$ cat src/idma_pkg.sv
// Package of constants and types for the IDMA peripheral channel.
// Assumes a single 40 MHz clock domain; no register bus, all control is ports.
// Operation
// - Half width read splits words
// - Half width write packs halves
// - Watermark sets read burst length
// - Zero watermark: line of four/eight
// - Address word aligned
// - Address wraps at A24
// - Command bit picks PCI command
// - Read: request while data held
// - Count drops four per word
// - At most 2^22 words
// - Surplus prefetch discarded
// - Done when count ends
// - External done negates request
// - Second mode ignores external done
// - Write: request until buffer full
// - Write: burst at watermark
// - Code mismatch refused on single-address ack
// - Separate fast termination kinds
// - Active flag while busy
`default_nettype none
package idma_pkg;
    localparam int FIFO_DEPTH = 64;
    localparam int FIFO_WIDTH = 32;
    localparam int WM_W = 6;
    localparam int CNT_W = 25;
    localparam int ADDR_W = 32;
    localparam logic [CNT_W-1:0] CNT_MAX = 25'h1000000;
    localparam logic [CNT_W-1:0] CNT_STEP = 25'h0000004;
    localparam logic [ADDR_W-1:0] ADDR_STEP = 32'h00000004;
    localparam logic [23:0] ADDR_LOW_MASK = 24'hfffffc;
    localparam logic [6:0] LINE_FOUR = 7'h04;
    localparam logic [6:0] LINE_EIGHT = 7'h08;
    localparam logic DIR_READ = 1'b0;
    localparam logic [3:0] PCI_MEM_READ_LINE = 4'he;
    localparam logic [3:0] PCI_MEM_READ_MULT = 4'hc;
    localparam logic [3:0] PCI_MEM_WRITE_INV = 4'hf;
    localparam logic [3:0] PCI_MEM_WRITE = 4'h7;
    typedef enum logic [1:0] {
        ST_IDLE = 2'b00,
        ST_WAIT = 2'b01,
        ST_BURST = 2'b11,
        ST_DRAIN = 2'b10
    } chan_state_t;
endpackage
`default_nettype wire

$ cat src/idma_fifo.sv
// Synchronous FIFO with valid/ready on both sides and a fill level.
// Assumes a single clock; flush empties it in one cycle.
`default_nettype none
module idma_fifo #(
    parameter int WIDTH = 32,
    parameter int DEPTH = 16
) (
    // Clock and reset
    input wire logic clk_in,
    input wire logic nrst_in,
    input wire logic flush_in,
    // Fill side
    input wire logic in_valid_in,
    output logic in_ready_out,
    input wire logic [WIDTH-1:0] in_data_in,
    // Drain side
    output logic out_valid_out,
    input wire logic out_ready_in,
    output logic [WIDTH-1:0] out_data_out,
    // Level
    output logic [$clog2(DEPTH):0] level_out
);
    localparam int AW = $clog2(DEPTH);
    logic [WIDTH-1:0] mem [DEPTH];
    logic [AW-1:0] wr_ptr;
    logic [AW-1:0] rd_ptr;
    logic [AW:0] count;
    logic push;
    logic pop;

    assign push = in_valid_in && in_ready_out;
    assign pop = out_valid_out && out_ready_in;
    assign in_ready_out = (count != DEPTH[AW:0]);
    assign out_valid_out = (count != '0);
    assign out_data_out = mem[rd_ptr];
    assign level_out = count;

    always_ff @(posedge clk_in) begin
        if (push) begin
            mem[wr_ptr] <= in_data_in;
        end
    end

    always_ff @(posedge clk_in or negedge nrst_in) begin
        if (!nrst_in) begin
            wr_ptr <= '0;
            rd_ptr <= '0;
            count <= '0;
        end else if (flush_in) begin
            wr_ptr <= '0;
            rd_ptr <= '0;
            count <= '0;
        end else begin
            if (push) begin
                wr_ptr <= (wr_ptr == AW'(DEPTH - 1)) ? '0 : wr_ptr + 1'b1;
            end
            if (pop) begin
                rd_ptr <= (rd_ptr == AW'(DEPTH - 1)) ? '0 : rd_ptr + 1'b1;
            end
            count <= count + {{AW{1'b0}}, push} - {{AW{1'b0}}, pop};
        end
    end
endmodule
`default_nettype wire

$ cat src/idma_channel.sv
// IDMA peripheral channel: PCI master side burst engine and local bus handshake.
// Assumes PCI master handshake (word strobe) runs on clk_in; pin inputs are synchronised.
`default_nettype none
module idma_channel #(
    parameter int FIFO_WORDS = 16
) (
    // Clock and reset
    input wire logic clk_in,
    input wire logic nrst_in,
    // Configuration
    input wire logic launch_in,
    input wire logic direction_in,
    input wire logic half_width_port_in,
    input wire logic second_mode_in,
    input wire logic cmd_select_in,
    input wire logic [idma_pkg::WM_W-1:0] fifo_watermark_in,
    input wire logic [1:0] line_size_sel_in,
    input wire logic [idma_pkg::ADDR_W-1:0] pci_target_address_in,
    input wire logic [idma_pkg::CNT_W-1:0] transfer_byte_count_in,
    input wire logic code_match_enable_in,
    input wire logic [3:0] code_field_in,
    input wire logic dual_addr_fast_term_in,
    input wire logic single_addr_fast_term_in,
    input wire logic done_clear_in,
    input wire logic channel_reset_request_in,
    // Local processor bus pins
    output logic service_request_n_out,
    input wire logic service_ack_n_in,
    input wire logic single_addr_ack_n_in,
    input wire logic [3:0] transfer_code_in,
    input wire logic ext_done_n_in,
    input wire logic [31:0] local_data_in,
    output logic [31:0] local_data_out,
    output logic local_data_oe_n_out,
    output logic fast_term_out,
    // PCI master side
    output logic pci_req_out,
    output logic [3:0] pci_cmd_out,
    output logic [idma_pkg::ADDR_W-1:0] pci_addr_out,
    output logic [6:0] pci_burst_len_out,
    input wire logic pci_word_in,
    input wire logic [31:0] pci_rdata_in,
    output logic [31:0] pci_wdata_out,
    input wire logic pci_burst_end_in,
    // Status
    output logic active_flag_out,
    output logic done_flag_out,
    output logic channel_reset_flag_out,
    output logic [idma_pkg::CNT_W-1:0] count_out,
    output logic [idma_pkg::ADDR_W-1:0] addr_out
);
    import idma_pkg::*;

    ////////////////////////////////////////////////////////////////////////////
    // Pin synchronisers
    logic [1:0] ack_sync;
    logic [1:0] sack_sync;
    logic [1:0] done_sync;
    logic [3:0] tc_s1;
    logic [3:0] tc_s2;
    logic [31:0] ld_s1;
    logic [31:0] ld_s2;
    logic ack_prev;
    always_ff @(posedge clk_in or negedge nrst_in) begin
        if (!nrst_in) begin
            ack_sync <= 2'h3;
            sack_sync <= 2'h3;
            done_sync <= 2'h3;
            tc_s1 <= 4'h0;
            tc_s2 <= 4'h0;
            ld_s1 <= 32'h0;
            ld_s2 <= 32'h0;
            ack_prev <= 1'b1;
        end else begin
            ack_sync <= {ack_sync[0], service_ack_n_in};
            sack_sync <= {sack_sync[0], single_addr_ack_n_in};
            done_sync <= {done_sync[0], ext_done_n_in};
            tc_s1 <= transfer_code_in;
            tc_s2 <= tc_s1;
            ld_s1 <= local_data_in;
            ld_s2 <= ld_s1;
            ack_prev <= ack_sync[1] & sack_sync[1];
        end
    end

    ////////////////////////////////////////////////////////////////////////////
    // Cycle acceptance
    logic any_ack;
    logic code_ok;
    logic cycle_start;
    logic ext_done;
    assign any_ack = !ack_sync[1] || !sack_sync[1];
    assign code_ok = !code_match_enable_in || sack_sync[1] || (tc_s2 == code_field_in);
    assign cycle_start = any_ack && ack_prev && code_ok;
    assign ext_done = !second_mode_in && !done_sync[1];

    ////////////////////////////////////////////////////////////////////////////
    // Channel state
    chan_state_t state;
    logic dir;
    logic [CNT_W-1:0] count;
    logic [CNT_W-1:0] fetch_left;
    logic [ADDR_W-1:0] addr;
    logic ext_stopped;
    logic done_flag;
    logic reset_flag;
    logic [6:0] burst_len;
    logic [6:0] burst_cnt;
    logic flush;

    // Fifo wiring
    logic f_in_valid;
    logic f_in_ready;
    logic [31:0] f_in_data;
    logic f_out_valid;
    logic f_out_ready;
    logic [31:0] f_out_data;
    logic [$clog2(FIFO_WORDS):0] f_level;

    always_comb begin
        if (fifo_watermark_in != '0) begin
            burst_len = 7'(fifo_watermark_in);
        end else if (line_size_sel_in[0]) begin
            burst_len = LINE_EIGHT;
        end else begin
            burst_len = LINE_FOUR;
        end
    end

    logic pci_xfer;
    logic deliver_ok;
    assign pci_xfer = (state == ST_BURST) && pci_word_in;
    assign flush = channel_reset_request_in && active_flag_out;
    // Surplus prefetch only enters the FIFO while words are still owed
    assign deliver_ok = fetch_left != '0;

    always_ff @(posedge clk_in or negedge nrst_in) begin
        if (!nrst_in) begin
            state <= ST_IDLE;
            dir <= DIR_READ;
            count <= '0;
            fetch_left <= '0;
            addr <= '0;
            burst_cnt <= '0;
        end else if (flush) begin
            state <= ST_IDLE;
        end else begin
            case (state)
                ST_IDLE: begin
                    if (launch_in) begin
                        dir <= direction_in;
                        count <= (transfer_byte_count_in > CNT_MAX) ? CNT_MAX
                                 : transfer_byte_count_in;
                        fetch_left <= (transfer_byte_count_in > CNT_MAX) ? CNT_MAX
                                      : transfer_byte_count_in;
                        addr <= {pci_target_address_in[31:2], 2'b00};
                        state <= ST_WAIT;
                    end
                end
                ST_WAIT: begin
                    burst_cnt <= '0;
                    if (count == '0) begin
                        state <= ST_DRAIN;
                    end else if (dir == DIR_READ) begin
                        if (32'(f_level) + 32'(burst_len) <= FIFO_WORDS) begin
                            state <= ST_BURST;
                        end
                    end else if (32'(f_level) >= 32'(burst_len) ||
                                 32'(f_level) * 4 >= 32'(count)) begin
                        state <= ST_BURST;
                    end
                end
                ST_BURST: begin
                    if (pci_xfer) begin
                        count <= (count > CNT_STEP) ? count - CNT_STEP : '0;
                        addr <= {addr[31:24], addr[23:0] + ADDR_STEP[23:0]};
                        burst_cnt <= burst_cnt + 7'h1;
                    end
                    if (pci_burst_end_in || (pci_xfer && (burst_cnt + 7'h1 == burst_len
                        || count <= CNT_STEP))) begin
                        state <= ST_WAIT;
                    end
                end
                ST_DRAIN: begin
                    if (dir != DIR_READ || !f_out_valid) begin
                        state <= ST_IDLE;
                    end
                end
                default: state <= ST_IDLE;
            endcase
            if (dir == DIR_READ && pci_xfer && deliver_ok) begin
                fetch_left <= (fetch_left > CNT_STEP) ? fetch_left - CNT_STEP : '0;
            end
        end
    end

    ////////////////////////////////////////////////////////////////////////////
    // Status flags
    always_ff @(posedge clk_in or negedge nrst_in) begin
        if (!nrst_in) begin
            done_flag <= 1'b0;
            reset_flag <= 1'b0;
            ext_stopped <= 1'b0;
        end else begin
            if (state == ST_DRAIN && (dir != DIR_READ || !f_out_valid)) begin
                done_flag <= 1'b1;
            end else if (done_clear_in) begin
                done_flag <= 1'b0;
            end
            if (flush) begin
                reset_flag <= 1'b1;
            end else if (done_clear_in) begin
                reset_flag <= 1'b0;
            end
            if (ext_done && state != ST_IDLE) begin
                ext_stopped <= 1'b1;
            end else if (state == ST_IDLE) begin
                ext_stopped <= 1'b0;
            end
        end
    end

    ////////////////////////////////////////////////////////////////////////////
    // Local bus data path with 16-bit split and pack
    logic half_sel;
    logic [15:0] half_hold;
    logic accept;
    assign accept = cycle_start && !ext_stopped && state != ST_IDLE;

    always_comb begin
        if (dir == DIR_READ) begin
            f_in_valid = pci_xfer && deliver_ok;
            f_in_data = pci_rdata_in;
            f_out_ready = accept && (!half_width_port_in || half_sel);
        end else begin
            f_in_valid = accept && (!half_width_port_in || half_sel);
            f_in_data = half_width_port_in ? {half_hold, ld_s2[31:16]} : ld_s2;
            f_out_ready = pci_xfer;
        end
    end

    always_ff @(posedge clk_in or negedge nrst_in) begin
        if (!nrst_in) begin
            half_sel <= 1'b0;
            half_hold <= 16'h0;
            local_data_out <= 32'h0;
            local_data_oe_n_out <= 1'b1;
            service_request_n_out <= 1'b1;
            fast_term_out <= 1'b0;
        end else begin
            if (flush || state == ST_IDLE) begin
                half_sel <= 1'b0;
            end else if (accept && half_width_port_in) begin
                half_sel <= !half_sel;
                if (dir != DIR_READ && !half_sel) begin
                    half_hold <= ld_s2[31:16];
                end
            end
            if (accept && dir == DIR_READ) begin
                local_data_out <= (half_width_port_in && !half_sel) ? {f_out_data[31:16], 16'h0}
                    : (half_width_port_in ? {f_out_data[15:0], 16'h0} : f_out_data);
                local_data_oe_n_out <= 1'b0;
            end else if (!any_ack) begin
                local_data_oe_n_out <= 1'b1;
            end
            if (dir == DIR_READ) begin
                service_request_n_out <= !(f_out_valid && !ext_stopped && !flush &&
                                           state != ST_IDLE);
            end else begin
                service_request_n_out <= !(f_in_ready && !ext_stopped && !flush &&
                                           state != ST_IDLE && state != ST_DRAIN);
            end
            fast_term_out <= !second_mode_in && (sack_sync[1] ? (!ack_sync[1] &&
                dual_addr_fast_term_in) : single_addr_fast_term_in);
        end
    end

    idma_fifo #(
        .WIDTH(FIFO_WIDTH),
        .DEPTH(FIFO_WORDS)
    ) u_fifo (
        .clk_in(clk_in),
        .nrst_in(nrst_in),
        .flush_in(flush),
        .in_valid_in(f_in_valid),
        .in_ready_out(f_in_ready),
        .in_data_in(f_in_data),
        .out_valid_out(f_out_valid),
        .out_ready_in(f_out_ready),
        .out_data_out(f_out_data),
        .level_out(f_level)
    );

    ////////////////////////////////////////////////////////////////////////////
    // PCI side and status outputs
    always_ff @(posedge clk_in or negedge nrst_in) begin
        if (!nrst_in) begin
            pci_req_out <= 1'b0;
            pci_cmd_out <= 4'h0;
            pci_addr_out <= '0;
            pci_burst_len_out <= 7'h0;
            pci_wdata_out <= 32'h0;
            active_flag_out <= 1'b0;
            done_flag_out <= 1'b0;
            channel_reset_flag_out <= 1'b0;
            count_out <= '0;
            addr_out <= '0;
        end else begin
            pci_req_out <= (state == ST_BURST) && !flush;
            if (dir == DIR_READ) begin
                pci_cmd_out <= cmd_select_in ? PCI_MEM_READ_MULT : PCI_MEM_READ_LINE;
            end else begin
                pci_cmd_out <= cmd_select_in ? PCI_MEM_WRITE : PCI_MEM_WRITE_INV;
            end
            pci_addr_out <= {addr[31:24], addr[23:0] & ADDR_LOW_MASK};
            pci_burst_len_out <= burst_len;
            pci_wdata_out <= f_out_data;
            active_flag_out <= (state != ST_IDLE) && !flush;
            done_flag_out <= done_flag;
            channel_reset_flag_out <= reset_flag;
            count_out <= count;
            addr_out <= {addr[31:2], 2'b00};
        end
    end
endmodule
`default_nettype wire

$ cat config.mk
export PLATFORM = sky130hd
export DESIGN_NAME = idma_channel
export DESIGN_NICKNAME = d
export VERILOG_FILES = /design/src/idma_pkg.sv /design/src/idma_fifo.sv /design/src/idma_channel.sv
export SDC_FILE = /design/constraint.sdc
export NUM_CORES = 1
export LEC_CHECK = 0
export ABC_AREA = 1
export BUFFER_PORTS_ARGS = -buffer_cell sky130_fd_sc_hd__buf_4
export CAP_MARGIN = 20
export CORE_ASPECT_RATIO = 1.4
export CORE_MARGIN = 2
export CORE_UTILIZATION = 45
export CTS_CLUSTER_DIAMETER = 50
export DETAILED_ROUTE_END_ITERATION = 10
export PLACE_DENSITY = 0.69
export SLEW_MARGIN = 10
export SYNTH_ARGS = -nofsm -noshare
export SYNTH_HDL_FRONTEND = slang
export SYNTH_SLANG_ARGS = --single-unit
$ cat constraint.sdc
create_clock -name clk_in -period 6.8 [get_ports clk_in]
set_input_delay 1.36 -clock clk_in [delete_from_list [all_inputs] [get_ports clk_in]]
set_output_delay 1.36 -clock clk_in [all_outputs]
set_load 0.01 [all_outputs]
==> impl_metrics.toml <==
[cts]
htree_levels = 3
cts_buffers = 81
cts_setup_buffers = 0
ctsRootBufferMaster = "clkbuf_16"
clockBufferDepth = 3
worstSkewPairLatency_ns = 0.65
ctsResizeCount = 0
holdBufCountCts = 0
cts_tree = "built"
path_clk_slew_ns = 0.07
clock_sinks = 850

[worst_setup_path]
start_kind = "flop"
arrival_ns = 4.28
critPathKind = "flop to flop"
cp.required_ns = 7.32
critPathMaxFanout = 25
reg2reg_from = "fetch_left[8]"
cp-end-kind = "flop"
cp-startpoint = "fetch_left[8]"
reg2regPathDepth = 15

[floorplan]
die-area_um2 = 80500
die_y_um = 335
core_um2 = 77700
ios = 325
placementRows = 121
die_x_um = 240
initial_utilization_pct = 45.3

[logic_synthesis]
ys_seq_elements = 850
yosys_warnings = 0
seq_area_frac_synth_pct = 67.7
syn_area_um2 = 35200
synthArstFlopShare_pct = 39.8
synthCells = 3152
synth_cell_types = 54
synth.avg_cell_area_um2 = 11.2
synth_edf_count = 512
synth-main-ff-cell = "edfxtp_1"

[power]
vdd.ir_drop.worst_mv = 0.377
cellPowerDensity_nw_per_um2 = 425
p_leak_nw = 16.3

[final_layout]
area_growth_pct = 17.4
nFillCells = 6613
fin_cells = 4544
multi_input_area_um2 = 9830
drive_above_1_share_pct = 17.4
nets = 3621
seqCellArea_um2 = 23900

[sta]
tightest_slew_ns = 1.12
post-route-min-period_ns = 3.76
slew_headroom_pct = 25.2
setup_tns_ns = 0
post-route-period-util_pct = 55.3
skew_ns = 0.0499
hold_viol = 0
fin_hold_ws_ns = 0.343
drv_slew = 0
final-setup-viol-count = 0
fmax_mhz = 266
rsz0062_at_grt = "no"

[hold_path]
hold_path_class = "flop to flop"
min_from = "ld_s1[9]"
min_path_cells = 0

[global_route]
grt_max_degree = 210
grt_pass1_wl_mm = 142
use_met1_pct = 28.0
grt_pass1_vias = 24500
grt_overflow = 0
grt_util_met3_pct = 4.23
busiest_layer = "met2"
antenna_found_initial = 1
use_met2_pct = 41.0
grt_usage_pct = 23.3

[place]
place.port_buffers = 316
dp.cells = 4391
gp_congestion = 0.896
place_hpwl_mm = 56.9

[route]
first_pass_iters = 5
drc = 0
dr_total_vias = 25000
avgViaCountPerCell = 5.49
avgRoutedWirePerCell_um = 20.7
drtIter0Drc = 2234
ant_nets = 0
wl_mm = 94.1

[run]
maxCapViolations = 0

[status]
outcome = "complete, no violations"
[per-stage QoR]
| step | utilization, % | power (mW) | area [um2] | worst slack [ns] |
|---|---|---|---|---|
| floorplan | - | 10.7 | 35200 | 1.92 |
| global placement | 49.6 | 13.0 | 38500 | 2.08 |
| detailed placement | 49.7 | 13.1 | 38600 | 2.42 |
| CTS | 53.2 | 17.6 | 41300 | 3.01 |
| global route | 53.2 | 18.5 | 41300 | 2.74 |
| finish | 53.2 | 17.6 | 41300 | 3.04 |
[report_power, final]
group	internal [mW]	switching, mW	leakage (nW)
Clock	2.55	2.00	1.33
Sequential	6.62	0.670	8.69
Combinational	1.94	3.78	6.33
Total	11.1	6.46	16.3
[layer usage]
layer / wire [um] / vias to the layer above
met1: 35900 / 12300
met2: 48600 / 938
li1: - / 11500
met5: 0 / -
met4: 3410 / 0
met3: 6170 / 183
[state kept, by name, indices dropped and copies added (netlist names), 30 cells and up]
signal,count
ld_s2,32
local_data_out,32
u_fifo.mem,512
pci_wdata_out,32
ld_s1,32
addr,30
addr_out,30
[cell families after synthesis]
family	count (synthesis)	synth area share, %
muxes	16	0.512
other	2	0.0213
DFF	850	67.7
xor gates and xnor gates	49	1.22
and+or+nand+nor	1212	14.4
AOI/OAI and AO/OA	637	10.1
adders and majority gates	36	1.32
buffers and inverters	350	4.64
[path summary, 6_finish.rpt]
check | end | slack, ns
setup / recovery | u_fifo.level_out[4] | 3.04
hold / removal | ld_s2[9] | 0.34
setup reg to reg | u_fifo.level_out[4] | 3.04
hold reg to reg | ld_s2[9] | 0.34
max in group asynchronous | ack_sync[1] | 4.91
min in group asynchronous | local_data_out[13] | 0.76
[layout make-up]
cell class / count / share of cell area (%)
Clock inverter: 35 / 0.836
Clock buffer: 115 / 5.73
Inverter: 149 / 1.38
Tap cell: 1045 / 3.16
Sequential cell: 850 / 57.7
Timing Repair Buffer: 393 / 7.38
Antenna cell: 1 / 0.00606
Multi-Input combinational cell: 1956 / 23.8
[cells in the mapped netlist, types with 3 or more instances]
library cell / number / area, um2
nor3_1: 32 / 160
nor2_2: 10 / 62.6
o22ai_1: 73 / 457
or2_1: 5 / 31.3
or2_2: 7 / 43.8
o21bai_1: 4 / 30.0
edfxtp_1: 512 / 15400
dfstp_2: 9 / 236
xor2_1: 35 / 307
nand2_1: 395 / 1480
dfrtp_1: 329 / 8230
clkbuf_1: 87 / 327
mux2_2: 16 / 180
buf_2: 53 / 265
inv_1: 139 / 522
buf_1: 3 / 11.3
xnor2_1: 14 / 123
a21oi_1: 25 / 125
o221ai_1: 27 / 236
buf_6: 9 / 101
nand4_1: 22 / 138
ha_1: 34 / 425
o21ai_1: 23 / 115
nor4_1: 4 / 25.0
nor2_1: 517 / 1940
o21ai_0: 399 / 2000
o211ai_1: 30 / 225
nand3_1: 197 / 986
a31oi_1: 48 / 300
inv_2: 8 / 30.0
nand3b_1: 4 / 30.0
nand2_2: 3 / 18.8
buf_4: 49 / 368
[placed cells by master, fill, tap and decap left out, types with 22 or more instances in the layout]
| cell type | netlist | layout |
|---|---|---|
| edfxtp_1 | 512 | 512 |
| nand2_1 | 395 | 395 |
| nand4_1 | 22 | 22 |
| buf_4 | 49 | 386 |
| a21oi_1 | 25 | 25 |
| o21ai_0 | 399 | 393 |
| nand3_1 | 197 | 197 |
| o21ai_1 | 23 | 26 |
| nor2_1 | 517 | 514 |
| ha_1 | 34 | 34 |
| dfrtp_1 | 329 | 326 |
| inv_1 | 139 | 139 |
| o22ai_1 | 73 | 73 |
| clkbuf_16 | 0 | 85 |
| o221ai_1 | 27 | 27 |
| xor2_1 | 35 | 35 |
| o211ai_1 | 30 | 30 |
| a31oi_1 | 48 | 48 |
[critical path: stages, from the launching register on]
cell and delay, ns:
dfrtp_1 0.43, nor2_2 0.20, nand2_1 0.12, nor2_1 0.29, nand3_2 0.15, nand3_4 0.27, o21ai_2 0.15, nand2_1 0.75
inv_1 0.16, ha_1 0.26, fa_1 0.40, nand2_1 0.08, a21oi_1 0.06, nor2_1 0.11, xor2_1 0.15, nor2_1 0.05
(Power assumes the default switching activity.)
